[config.mk]
export PLATFORM = sky130hd
export DESIGN_NAME = cibc_bus_control
export DESIGN_NICKNAME = d
export VERILOG_FILES = /design/src/hw/cibc_clock_div.v /design/src/hw/cibc_bus_control.v
export VERILOG_INCLUDE_DIRS = /design/src /design/src/hw
export SDC_FILE = /design/constraint.sdc
export NUM_CORES = 1
export LEC_CHECK = 0
export CORE_ASPECT_RATIO = 0.75
export CORE_MARGIN = 5
export CORE_UTILIZATION = 40
export DETAILED_ROUTE_END_ITERATION = 8
export DONT_BUFFER_PORTS = 1
export SLEW_MARGIN = 20
export SYNTH_ARGS = -nofsm -noshare
export SYNTH_HDL_FRONTEND = slang
export SYNTH_SLANG_ARGS = --single-unit
[constraint.sdc]
create_clock -name clk -period 3.63 [get_ports clk]
set_clock_uncertainty 0.1 [all_clocks]
set_input_delay 0.5445 -clock clk [delete_from_list [all_inputs] [get_ports clk]]
set_output_delay 0.5445 -clock clk [all_outputs]
set_load 0.05 [all_outputs]
[src/hw/cibc_consts.vh]
/*
  Constants for the processor-to-expansion-bus control block: default wait
  states, coprocessor decode range and clock divider ratios.
  Assumes a 100 MHz system clock standing in for the 32 MHz master input.
*/
`ifndef CIBC_CONSTS_VH
`define CIBC_CONSTS_VH

// ----------------------------------------------------------------------
// Default wait states, in expansion-bus clock cycles
// ----------------------------------------------------------------------
`define CIBC_WS_MEM8 4'h4
`define CIBC_WS_MEM16 4'h1
`define CIBC_WS_IO8 4'h4
`define CIBC_WS_IO16 4'h1
`define CIBC_WS_IACK 4'h4
`define CIBC_CMD_DELAY 4'h1

// ----------------------------------------------------------------------
// Coprocessor I/O window
// ----------------------------------------------------------------------
`define CIBC_COP_BASE 16'h00f0
`define CIBC_COP_MASK 16'hfff0

// ----------------------------------------------------------------------
// Clock ratios: master edges per half period of each derived clock
// ----------------------------------------------------------------------
`define CIBC_PCLK_HALF_FAST 3'h1
`define CIBC_PCLK_HALF_SLOW 3'h2
`define CIBC_SCLK_HALF 3'h2

`endif

[src/hw/cibc_clock_div.v]
/*
  Glitch-free clock divider: a toggling output whose half period is chosen
  by a select input that is only adopted at a completed low phase.
  Assumes the select is synchronous to clk.
*/
`timescale 1ns/1ps
`default_nettype none

module cibc_clock_div #(
  parameter W = 3
) (
  input wire clk,
  input wire rst,
  input wire ce,
  input wire [W-1:0] halfFast,
  input wire [W-1:0] halfSlow,
  input wire selSlow,
  output reg clkOut,
  output reg rise,
  output reg slowNow
) ;
  reg [W-1:0] count;
  wire [W-1:0] halfNow;

  assign halfNow = slowNow ? halfSlow : halfFast;

  // The ratio changes only when a low phase has just finished, so no
  // phase of either speed is ever cut short.
  always @(posedge clk) begin
    if (rst) begin
      count <= {W{1'b0}};
      clkOut <= 1'b0;
      rise <= 1'b0;
      slowNow <= 1'b0;
    end else if (ce) begin
      rise <= 1'b0;
      if (count == halfNow - {{(W-1){1'b0}}, 1'b1}) begin
        count <= {W{1'b0}};
        clkOut <= ~clkOut;
        if (!clkOut) begin
          rise <= 1'b1;
          slowNow <= selSlow;
        end
      end else begin
        count <= count + {{(W-1){1'b0}}, 1'b1};
      end
    end
  end
endmodule // cibc_clock_div

`default_nettype wire

[src/hw/cibc_bus_control.v]
/*
  Bus control between the processor local bus and the expansion bus:
  command decode, wait-state timing, coprocessor decode and relay, and
  generation of the processor and expansion-bus clocks.
  Assumes all inputs are synchronous to clk; clk stands for the master
  clock input. Active-low pins are modelled as active-low signals.
*/
`timescale 1ns/1ps
`default_nettype none
`include "cibc_consts.vh"

// Contract
// - Processor cycle-type bits decode into the five command strobes.
// - Waits are 4 on 8-bit and IACK, 1 on 16-bit, delay on all but 16-bit memory.
// - A low ready input stretches the cycle until it returns high.
// - A zero-wait request ends the cycle before the default count.
// - I/O accesses to 00F0h-00FFh select the coprocessor; reset is driven.
// - Coprocessor operand request, busy and error pass to the processor.
// - The processor clock runs at half or a quarter of the master rate as speed select asks.
// - An expansion-bus clock at a quarter of the master rate is generated.
// - A speed change of the processor clock never shortens a phase.
module cibc_bus_control (
  input wire clk,
  input wire rst,
  input wire ce,
  input wire cpuStart,
  input wire cpuWriteNotRead,
  input wire cpuDataNotCtrl,
  input wire cpuMemNotIo,
  input wire cpu16Bit,
  input wire [15:0] cpuAddr,
  input wire speedSlow,
  input wire ioChRdy,
  input wire zeroWs_n,
  input wire copBusy_n,
  input wire copError_n,
  input wire coproc_operand_request,
  input wire sysReset,
  output reg cpuReady,
  output reg memRead_n,
  output reg memWrite_n,
  output reg ioRead_n,
  output reg ioWrite_n,
  output reg interrupt_ack_strobe_n,
  output reg copSelect_n,
  output reg copReset,
  output reg cpuBusy_n,
  output reg cpuError_n,
  output reg cpuOperandRequest,
  output reg processor_clock_out,
  output reg expansion_clock_out,
  output reg cycleActive
);

  // --------------------------------------------------------------------
  // Cycle states
  // --------------------------------------------------------------------
  localparam ST_IDLE = 2'h0;
  localparam ST_DELAY = 2'h1;
  localparam ST_CMD = 2'h2;
  localparam ST_END = 2'h3;

  localparam CMD_NONE = 3'h0;
  localparam CMD_MRD = 3'h1;
  localparam CMD_MWR = 3'h2;
  localparam CMD_IRD = 3'h3;
  localparam CMD_IWR = 3'h4;
  localparam CMD_IACK = 3'h5;

  reg [1:0] state;
  reg [2:0] cmd;
  reg [3:0] count;
  reg [3:0] waits;
  reg skipDelay;
  reg [2:0] next_cmd;
  reg [3:0] next_waits;
  reg next_skip;
  wire pclk;
  wire sclk;
  wire sRise;

  // --------------------------------------------------------------------
  // Clock generation
  // --------------------------------------------------------------------
  cibc_clock_div #(.W(3)) procDiv (
    .clk(clk),
    .rst(rst),
    .ce(ce),
    .halfFast(`CIBC_PCLK_HALF_FAST),
    .halfSlow(`CIBC_PCLK_HALF_SLOW),
    .selSlow(speedSlow),
    .clkOut(pclk),
    .rise(),
    .slowNow()
  );

  cibc_clock_div #(.W(3)) sysDiv (
    .clk(clk),
    .rst(rst),
    .ce(ce),
    .halfFast(`CIBC_SCLK_HALF),
    .halfSlow(`CIBC_SCLK_HALF),
    .selSlow(1'b0),
    .clkOut(sclk),
    .rise(sRise),
    .slowNow()
  );

  // --------------------------------------------------------------------
  // Command decode
  // --------------------------------------------------------------------
  always @* begin
    next_cmd = CMD_NONE;
    next_waits = `CIBC_WS_IACK;
    next_skip = 1'b0;
    case ({cpuMemNotIo, cpuDataNotCtrl, cpuWriteNotRead})
      3'b110: begin
        next_cmd = CMD_MRD;
        next_waits = cpu16Bit ? `CIBC_WS_MEM16 : `CIBC_WS_MEM8;
        next_skip = cpu16Bit;
      end
      3'b111: begin
        next_cmd = CMD_MWR;
        next_waits = cpu16Bit ? `CIBC_WS_MEM16 : `CIBC_WS_MEM8;
        next_skip = cpu16Bit;
      end
      3'b010: begin
        next_cmd = CMD_IRD;
        next_waits = cpu16Bit ? `CIBC_WS_IO16 : `CIBC_WS_IO8;
      end
      3'b011: begin
        next_cmd = CMD_IWR;
        next_waits = cpu16Bit ? `CIBC_WS_IO16 : `CIBC_WS_IO8;
      end
      3'b000: begin
        next_cmd = CMD_IACK;
      end
      default: begin
        next_cmd = CMD_NONE;
      end
    endcase
  end

  // --------------------------------------------------------------------
  // Cycle sequencer, delay and command states stepped on expansion-clock rising edges
  // --------------------------------------------------------------------
  // A request arriving between expansion edges is latched at once so the
  // processor may drop its start pulse after one clock.
  always @(posedge clk) begin
    if (rst) begin
      state <= ST_IDLE;
      cmd <= CMD_NONE;
      count <= 4'h0;
      waits <= 4'h0;
      skipDelay <= 1'b0;
      cpuReady <= 1'b0;
      cycleActive <= 1'b0;
      memRead_n <= 1'b1;
      memWrite_n <= 1'b1;
      ioRead_n <= 1'b1;
      ioWrite_n <= 1'b1;
      interrupt_ack_strobe_n <= 1'b1;
    end else if (ce) begin
      cpuReady <= 1'b0;
      case (state)
        ST_IDLE: begin
          if (cpuStart && next_cmd != CMD_NONE) begin
            cmd <= next_cmd;
            waits <= next_waits;
            skipDelay <= next_skip;
            count <= 4'h0;
            cycleActive <= 1'b1;
            state <= ST_DELAY;
          end
        end
        ST_DELAY: begin
          if (sRise) begin
            if (skipDelay || count == `CIBC_CMD_DELAY) begin
              count <= 4'h0;
              state <= ST_CMD;
              memRead_n <= ~(cmd == CMD_MRD);
              memWrite_n <= ~(cmd == CMD_MWR);
              ioRead_n <= ~(cmd == CMD_IRD);
              ioWrite_n <= ~(cmd == CMD_IWR);
              interrupt_ack_strobe_n <= ~(cmd == CMD_IACK);
            end else begin
              count <= count + 4'h1;
            end
          end
        end
        ST_CMD: begin
          if (sRise) begin
            // Ready low holds the cycle even over a zero-wait request.
            if (ioChRdy && (!zeroWs_n || count >= waits)) begin
              state <= ST_END;
              memRead_n <= 1'b1;
              memWrite_n <= 1'b1;
              ioRead_n <= 1'b1;
              ioWrite_n <= 1'b1;
              interrupt_ack_strobe_n <= 1'b1;
            end else if (count != 4'hf) begin
              count <= count + 4'h1;
            end
          end
        end
        ST_END: begin
          cpuReady <= 1'b1;
          cycleActive <= 1'b0;
          cmd <= CMD_NONE;
          state <= ST_IDLE;
        end
        default: begin
          state <= ST_IDLE;
        end
      endcase
    end
  end

  // --------------------------------------------------------------------
  // Coprocessor decode and relay, and clock outputs
  // --------------------------------------------------------------------
  always @(posedge clk) begin
    if (rst) begin
      copSelect_n <= 1'b1;
      copReset <= 1'b1;
      cpuBusy_n <= 1'b1;
      cpuError_n <= 1'b1;
      cpuOperandRequest <= 1'b0;
      processor_clock_out <= 1'b0;
      expansion_clock_out <= 1'b0;
    end else if (ce) begin
      copSelect_n <= ~(cpuStart && !cpuMemNotIo && cpuDataNotCtrl &&
        ((cpuAddr & `CIBC_COP_MASK) == `CIBC_COP_BASE));
      copReset <= sysReset;
      cpuBusy_n <= copBusy_n;
      cpuError_n <= copError_n;
      cpuOperandRequest <= coproc_operand_request;
      processor_clock_out <= pclk;
      expansion_clock_out <= sclk;
    end
  end

endmodule // cibc_bus_control

`default_nettype wire

==> results of run 1 <==
## power breakdown
part | total (mW) | leakage, nW | switching (mW) | internal, mW
clock | 0.288 | 0.0455 | 0.133 | 0.155
combinational | 0.0880 | 0.355 | 0.0459 | 0.0421
sequential | 0.447 | 0.293 | 0.0341 | 0.413
## synth_stat cells, types with 2 or more instances
library cell	n	area, µm²
nand3_1	4	20.0
inv_1	9	33.8
or3b_1	2	17.5
xnor2_1	4	35.0
xor2_1	4	35.0
nor2b_1	3	18.8
ha_1	10	125
a31oi_1	4	25.0
clkbuf_1	6	22.5
nor3_1	8	40.0
nor2_1	23	86.3
nand4_1	3	18.8
nor3b_1	2	15.0
a211o_1	4	35.0
mux2i_1	7	70.1
nand2_1	8	30.0
a21o_1	3	22.5
a21oi_1	9	45.0
nor4_1	4	25.0
o21ai_0	5	25.0
or2_2	3	18.8
dfxtp_1	36	721
nand2b_1	7	43.8
## per-stage QoR
step / cell area, µm² / utilization [%] / cells / hold slack (ps) / power, mW
after CTS: 1860 / 44.9 / 247 / 209 / 0.840
after global routing: 1860 / 44.9 / 247 / 203 / 0.873
after global placement: 1770 / 42.8 / 239 / 340 / 0.538
after floorplan: 1730 / - / 192 / 327 / 0.536
final: 1860 / 44.9 / 247 / 225 / 0.823
after detailed placement: 1770 / 42.8 / 239 / 345 / 0.544
## flip-flops by register name, indices dropped and copies added (netlist names), 2 cells and up
name	cells
state	2
cmd	3
procDiv.count	3
count	4
waits	2
sysDiv.count	3
## area by class of cell
class	instances	share of cell area, %
clock buffer	8	4.86
inverter	9	1.82
multi-input combinational	139	50.8
sequential	36	38.8
tap	55	3.71
## worst paths after layout
| kind | end | slack [ps] | depth (start not counted) |
|---|---|---|---|
| worst max register to register | count[2]$_SDFFE_PP0P_ | 1320 | 7 |
| worst max-delay path | count[2]$_SDFFE_PP0P_ | 1320 | 7 |
| worst min-delay path | waits[0]$_SDFFE_PP0P_ | 220 | 1 |
| worst min register to register | skipDelay$_SDFFE_PP0P_ | 350 | 2 |
## placed cells by master, fill, tap and decap left out, drive strengths merged, types with 5 or more instances in the layout
| cell | count |
|---|---|
| a21oi | 9 |
| inv | 9 |
| nand2b | 7 |
| clkbuf | 8 |
| nand2 | 8 |
| nor3 | 8 |
| o21ai | 5 |
| mux2i | 7 |
| dfxtp | 36 |
| nor2 | 23 |
| ha | 10 |
## logic make-up after synthesis
logic type / count (synthesis)
xor+xnor: 8
fa+ha+maj: 10
flops: 36
simple gates: 76
buf+inv: 17
compound gates: 38
mux: 7
## per-layer routing
| metal | wire length [µm] | GRT usage [%] | up-vias |
|---|---|---|---|
| li1 | - | - | 674 |
| met1 | 1630 | 15.7 | 646 |
| met2 | 1580 | 23.1 | 45 |
| met3 | 336 | 5.07 | 6 |
| met4 | 59 | 5.93 | 0 |
| met5 | 0 | 0 | - |
==> impl_metrics.json, run 1 <==
{
  "die_h_um": 67.0,
  "muxShareOfSynthArea_pct": 4.05,
  "antenna_left": 0,
  "power_density_nw_per_um2": 443,
  "synth_top_family_by_area": "simple AND/OR/NAND/NOR gates",
  "portBuffers": 0,
  "drive_gt1_share_pct": 6.25,
  "p_leak_nw": 0.693,
  "rsz0062_at_grt": "false",
  "crit_chain": "inv_1, ha_1, or3b_1, a22o_1, a211o_1, nor2b_4, a21o_1",
  "setup_ws_ps": 1320,
  "cp-startpoint": "count[0]$_SDFFE_PP0P_",
  "syn_nets": 233,
  "fp.dieArea_um2": 5760,
  "slowest_stage": "dfxtp_1",
  "synthDistinctLibCells": 47,
  "synthAdderAreaFrac_pct": 7.23,
  "antenna_found_initial": 0,
  "path_buf_inv": 1,
  "max_freq_ghz": 0.434,
  "ys_ff_latch": 36,
  "clk_latency_ps": 280,
  "cts_sinks": 36,
  "relSlewSlack_pct": 62.2,
  "hold_path_class": "primary input to flip-flop",
  "fin_nets": 232,
  "cp-start-kind": "flip-flop",
  "synth_ff_type": "dfxtp_1",
  "cp_max_fo": 6,
  "dpl.hpwl_um": 2710,
  "initial_core_util_pct": 41.9,
  "syn_avg_cell_area_um2": 9.02,
  "setup_viol_count_final": 0,
  "timing.final.max_slew_violations": 0,
  "io-pin-count": 45,
  "cts.reportedPaths.clkPinSlew_ps": 70,
  "drv_cap": 0,
  "required_ps": 3710,
  "ctsResizeCount": 0,
  "diodes": 0,
  "dieWidth_um": 86.0,
  "coreArea_um2": 4130,
  "first_global_vias": 1335,
  "wire_per_inst_um": 14.6,
  "rows": 20,
  "wirelength_um": 3610,
  "numCtsBuffers": 5,
  "hold_violations": 0,
  "syn_inst": 192,
  "async_reset_ff_share_pct": 0,
  "cts_hold_buf": 0,
  "vias": 1371,
  "min_period_ps": 2310,
  "status": "finished, final reports clean",
  "grt_pass1_wl_um": 6140,
  "nFillCells": 410,
  "criticalPathCategory": "flip-flop to flip-flop",
  "synth_edf_count": 0,
  "worst_pin_slew_ps": 565,
  "min-delay-start": "rst",
  "cts_max_level": 2,
  "min_period_over_period_pct": 63.5,
  "dr.pass1.iters": 4,
  "area_delta_synth_final_pct": 7.15,
  "grtUsageTotal_pct": 13.8,
  "tritoncts": "built",
  "multiInputGateArea_um2": 942,
  "drt_iter0_drc": 55,
  "synthSimpleGateAreaFrac_pct": 23.9,
  "ir_drop_mv": 0.159,
  "gr-total-overflow": 0,
  "cp_slowest_stage_delay_ps": 440,
  "yosysWarnings": 0,
  "gp_congestion": 0.717,
  "syn_area_um2": 1730,
  "seq_area_um2": 721,
  "crit_family": "compound AO/OA/AOI/OAI gates",
  "clockRootBuffer": "clkbuf_8",
  "r2r_start": "count[0]$_SDFFE_PP0P_",
  "post-cts-setup-buffer-count": 0,
  "arrival_ps": 2390,
  "clock_path_buffers": 2,
  "grt_max_degree": 36,
  "vias_per_cell": 5.55,
  "synth_xor_area_share_pct": 4.05,
  "fin_tns_setup_ps": 0,
  "synth_compound_area_share_pct": 15.2,
  "drc": 0,
  "endpoint_kind": "flip-flop",
  "dpl_worst_slack_ps": 1310,
  "synth_seq_area_share_pct": 41.6
}
(Power assumes the default switching activity.)
==> run 2, diff against run 1 <==
==> constraint.sdc (replaced) <==
create_clock -name clk -period 2.1 [get_ports clk]
set_clock_uncertainty 0.1 [all_clocks]
set_input_delay 0.315 -clock clk [delete_from_list [all_inputs] [get_ports clk]]
set_output_delay 0.315 -clock clk [all_outputs]
set_load 0.05 [all_outputs]
==> impl_metrics.json, run 2 (synthesis gave the netlist of run 1 again) <==
{
  "grtUsageTotal_pct": 14.0,
  "pwr-share-comb_pct": 13.1,
  "io-pin-count": 45,
  "swShare_pct": 28.4,
  "finalPower_mw": 1.45,
  "antenna_left": 0,
  "min_period_ps": 2050,
  "portBuffers": 0,
  "cts_sinks": 36,
  "endpoint_kind": "flip-flop",
  "rsz0062_at_grt": "true",
  "largest-register": "count",
  "wire_per_inst_um": 15.3,
  "relSlewSlack_pct": 51.3,
  "power_density_nw_per_um2": 733,
  "status": "finished, final reports clean",
  "arrival_ps": 2130,
  "gr-total-overflow": 0,
  "vias_per_cell": 5.58,
  "hold_violations": 0,
  "criticalPathCategory": "flip-flop to flip-flop",
  "grt_max_degree": 26,
  "cts.reportedPaths.clkPinSlew_ps": 80,
  "diodes": 0,
  "fin_nets": 239,
  "layout_common_cells": "dfxtp_1, nor2_1, a21oi_1, ha_1",
  "wirelength_um": 3890,
  "fp.dieArea_um2": 5760,
  "dieWidth_um": 86.0,
  "setup_viol_count_final": 0,
  "drc": 0,
  "seqPwrFrac_pct": 53.3,
  "rows": 20,
  "timing.final.max_slew_violations": 0,
  "dr.pass1.iters": 4,
  "p_leak_nw": 0.744,
  "tritoncts": "built",
  "largest_reg_flops": 4,
  "vias": 1417,
  "gp_congestion": 0.745,
  "clk_latency_ps": 290,
  "drt_iter0_drc": 42,
  "cp_max_fo": 6,
  "postLayoutCellArea_um2": 1970,
  "rrSetupSlack_ps": 50,
  "coreArea_um2": 4130,
  "initial_core_util_pct": 41.9,
  "cts_max_level": 2,
  "first_global_vias": 1402,
  "ir_drop_mv": 0.368,
  "grt_pass1_wl_um": 6330,
  "worst_pin_slew_ps": 728,
  "drive_gt1_share_pct": 15.6,
  "dpl.hpwl_um": 2780,
  "clockRootBuffer": "clkbuf_8",
  "place_area_um2": 1800,
  "final_common_cell": "dfxtp_1",
  "die_h_um": 67.0,
  "area_delta_synth_final_pct": 13.9,
  "internal-power_mw": 1.04,
  "required_ps": 2180,
  "min_period_over_period_pct": 97.8,
  "post-cts-setup-buffer-count": 0,
  "cp-start-kind": "flip-flop",
  "drv_cap": 0,
  "p_switching_mw": 0.411,
  "max_freq_ghz": 0.487,
  "antenna_found_initial": 0,
  "numCtsBuffers": 5,
  "hold_path_class": "primary input to flip-flop",
  "pwr-share-clk_pct": 33.6,
  "clock_path_buffers": 2
}
==> run 2: changes by cell type in the layout (fill, tap and decap cells not counted), moves of 2 or more <==
cell,change
or3b_4,+2
dfxtp_1,-2
or3b_1,-2
dfxtp_2,+2
dlygate4sd3_1,+2
clkinv_2,+2
buf_4,+5
clkbuf_1,-2
==> run 2: cell type report <==
class | count | area [µm²]
inverters | 9 | 33.8
fillers | 394 | 2160
clock inverters | 3 | 18.8
well taps | 55 | 68.8
flip-flops and latches | 36 | 723
repair buffers | 7 | 57.6
multi-input cells | 139 | 1000
clock buffers | 5 | 68.8
==> run 2: worst paths after layout <==
check,startpoint,endpoint,depth (start not counted)
max,count[0]$_SDFFE_PP0P_,count[3]$_SDFFE_PP0P_,7
min,rst,memWrite_n$_SDFFE_PP1P_,1
max reg2reg,count[0]$_SDFFE_PP0P_,count[3]$_SDFFE_PP0P_,7
min reg2reg,skipDelay$_SDFFE_PP0P_,skipDelay$_SDFFE_PP0P_,2
==> run 2: power by group through the flow <==
stage               Clock (mW)  Sequential [mW]  Combinational, mW
floorplan                    0            0.781              0.145
detailed placement           0            0.787              0.164
global route             0.546            0.776              0.212
global placement             0            0.784              0.156
CTS                      0.500            0.771              0.177
finish                   0.487            0.772              0.189
==> run 2: routing by layer <==
metal | track usage, % | vias up | wire [µm]
met5 | 0 | - | 0
met4 | 4.74 | 0 | 68
met3 | 5.07 | 9 | 323
met2 | 23.9 | 48 | 1790
met1 | 16.2 | 669 | 1710
li1 | - | 691 | -
==> run 2: through the flow <==
stage | hold slack (ps) | setup WS [ps] | TNS, ps | utilization, % | std cells
final | 19.6 | 46.7 | 0 | 47.8 | 254
after global routing | 8.84 | -8.19 | -18.9 | 47.8 | 254
after CTS | 1.15 | 2.50 | 0 | 46.6 | 253
after detailed placement | 292 | -47.3 | -132 | 43.7 | 244
after global placement | 289 | -17.2 | -30.9 | 43.7 | 244
after floorplan | 327 | 9.01 | 0 | - | 192
==> run 2: timing repair <==
| item | 4_1_cts | 5_1_grt |
|---|---|---|
| endpoints found under the setup margin | 5 | 11 |
| hold endpoints to repair | 19 | 1 |
| hold buffers | 1 | 1 |
| pin swaps | 7 | 3 |
| cloned | 0 | 0 |
| resized for setup | 3 | 9 |
==> run 2: worst max-delay path, stage by stage (launching register included) <==
cell and delay, ps:
dfxtp_2 340, inv_2 40, ha_4 200, or3b_4 370
a22o_1 230, a211o_4 380, nor2b_4 140, a21o_1 140
==> run 3, diff against run 2 <==
--- a/config.mk
+++ b/config.mk
@@ -6,12 +6,16 @@
 export SDC_FILE = /design/constraint.sdc
 export NUM_CORES = 1
 export LEC_CHECK = 0
+export CELL_PAD_IN_SITES_DETAIL_PLACEMENT = 0
+export CELL_PAD_IN_SITES_GLOBAL_PLACEMENT = 1
 export CORE_ASPECT_RATIO = 0.75
 export CORE_MARGIN = 5
 export CORE_UTILIZATION = 40
 export DETAILED_ROUTE_END_ITERATION = 8
 export DONT_BUFFER_PORTS = 1
+export PLACE_DENSITY_LB_ADDON = 0.1
 export SLEW_MARGIN = 20
 export SYNTH_ARGS = -nofsm -noshare
 export SYNTH_HDL_FRONTEND = slang
+export SYNTH_HIERARCHICAL = 1
 export SYNTH_SLANG_ARGS = --single-unit
==> impl_metrics.json, run 3 <==
{
  "status": "finished, final reports clean",
  "clockRootBuffer": "clkbuf_8",
  "first_global_vias": 1534,
  "min_period_ps": 2010,
  "rows": 22,
  "largest_reg_flops": 4,
  "syn_inst": 217,
  "grtUsageTotal_pct": 13.7,
  "diodes": 0,
  "p_leak_nw": 0.911,
  "gp_congestion": 0.769,
  "crit_chain": "inv_1, ha_1, nor2_4, o21ai_2, or2_4, or3_4, a211oi_2",
  "antenna_left": 0,
  "wirelength_um": 4330,
  "postLayoutCellArea_um2": 2320,
  "vias_per_cell": 5.41,
  "drv_cap": 0,
  "cp-start-kind": "flip-flop",
  "fp.dieArea_um2": 6650,
  "slowest_stage": "dfxtp_1",
  "syn_avg_cell_area_um2": 9.41,
  "antenna_found_initial": 0,
  "path_depth": 7,
  "coreArea_um2": 4930,
  "clock_path_buffers": 2,
  "multiInputGateArea_um2": 1280,
  "setup_viol_count_final": 0,
  "place_area_um2": 2160,
  "ff2ff_path_depth": 7,
  "grt_pass1_wl_um": 7260,
  "drc": 0,
  "final_common_cell": "dfxtp_1",
  "path_buf_inv": 1,
  "die_h_um": 71.9,
  "yosysWarnings": 6,
  "largest-register": "count",
  "drive_gt1_share_pct": 11.8,
  "wire_per_inst_um": 14.6,
  "clk_latency_ps": 280,
  "worst_pin_slew_ps": 811,
  "fin_nets": 280,
  "relSlewSlack_pct": 45.8,
  "finalPower_mw": 1.67,
  "required_ps": 2190,
  "dr.pass1.iters": 4,
  "area_delta_synth_final_pct": 13.4,
  "grt_max_degree": 28,
  "seq_area_um2": 741,
  "whs_endpoint": "cpuBusy_n$_SDFFE_PP1P_",
  "cts.reportedPaths.clkPinSlew_ps": 70,
  "layout_common_cells": "dfxtp_1, nor2_1, mux2i_1, ha_1, conb_1",
  "cp_max_fo": 5,
  "hold_depth": 1,
  "timing.final.max_slew_violations": 0,
  "ir_drop_mv": 0.280,
  "post-cts-setup-buffer-count": 0,
  "nFillCells": 454,
  "io-pin-count": 45,
  "crit_family": "simple AND/OR/NAND/NOR gates",
  "dpl.hpwl_um": 3120,
  "drt_iter0_drc": 57,
  "hold_path_class": "primary input to flip-flop",
  "min-delay-start": "rst",
  "hold_violations": 0,
  "vias": 1607,
  "syn_area_um2": 2040,
  "rrSetupSlack_ps": 90,
  "r2r_end": "state[0]$_SDFFE_PP0P_",
  "fin_tns_setup_ps": 0,
  "power_density_nw_per_um2": 720,
  "max_freq_ghz": 0.498,
  "cts_sinks": 37,
  "r2r_start": "state[1]$_SDFFE_PP0P_",
  "tritoncts": "built",
  "endpoint_kind": "flip-flop",
  "arrival_ps": 2100,
  "rsz0062_at_grt": "false",
  "dieWidth_um": 92.5,
  "portBuffers": 0,
  "criticalPathCategory": "flip-flop to flip-flop",
  "initial_core_util_pct": 41.4,
  "min_period_over_period_pct": 95.5,
  "numCtsBuffers": 5,
  "final_util_pct": 47.0,
  "finalHoldWorstSlack_ps": 39.3,
  "gr-total-overflow": 0,
  "cp_slowest_stage_delay_ps": 410,
  "cts_max_level": 2
}
## run 3: routing by layer
| metal | global-route usage [%] | vias to the layer above | wire length (µm) |
|---|---|---|---|
| met5 | 0 | - | 0 |
| met4 | 3.95 | 0 | 38 |
| met3 | 4.30 | 5 | 258 |
| met2 | 21.6 | 45 | 1930 |
| met1 | 17.9 | 753 | 2100 |
| li1 | - | 804 | - |
## run 3: what timing repair did
item / CTS / global route
setup endpoints to repair: 0 / 11
endpoints found under the hold margin: 20 / 0
gates resized for setup: 0 / 5
hold buffers: 2 / 0
## run 3: stage by stage
stage	instances	setup slack [ps]
after floorplan	228	134
after global placement	287	119
after detailed placement	287	60.1
after CTS	297	48.0
after global routing	297	7.29
final	297	93.6
## run 3: final cells by class
type / count / area share (%)
clock inverters: 1 / 1.30
multi-input cells: 174 / 55.5
repair buffers: 7 / 2.49
well taps: 60 / 3.24
flip-flops and latches: 37 / 32.0
clock buffers: 7 / 3.73
inverters: 11 / 1.78
## run 3: worst max path at each step
stage / from / to / slack, ps
after floorplan: procDiv/slowNow$_SDFFE_PP0P_ / procDiv/slowNow$_SDFFE_PP0P_ / 130
after global placement: procDiv/slowNow$_SDFFE_PP0P_ / procDiv/slowNow$_SDFFE_PP0P_ / 120
after detailed placement: state[1]$_SDFFE_PP0P_ / memWrite_n$_SDFFE_PP1P_ / 60
after CTS: count[0]$_SDFFE_PP0P_ / memWrite_n$_SDFFE_PP1P_ / 50
after global routing: procDiv/slowNow$_SDFFE_PP0P_ / procDiv/clkOut$_SDFFE_PP0P_ / 7
final: state[1]$_SDFFE_PP0P_ / state[0]$_SDFFE_PP0P_ / 90
## run 3: power breakdown
part	internal, mW	switching (mW)	total (mW)
clock network	0.387	0.246	0.633
registers	0.731	0.0522	0.784
logic	0.118	0.132	0.250
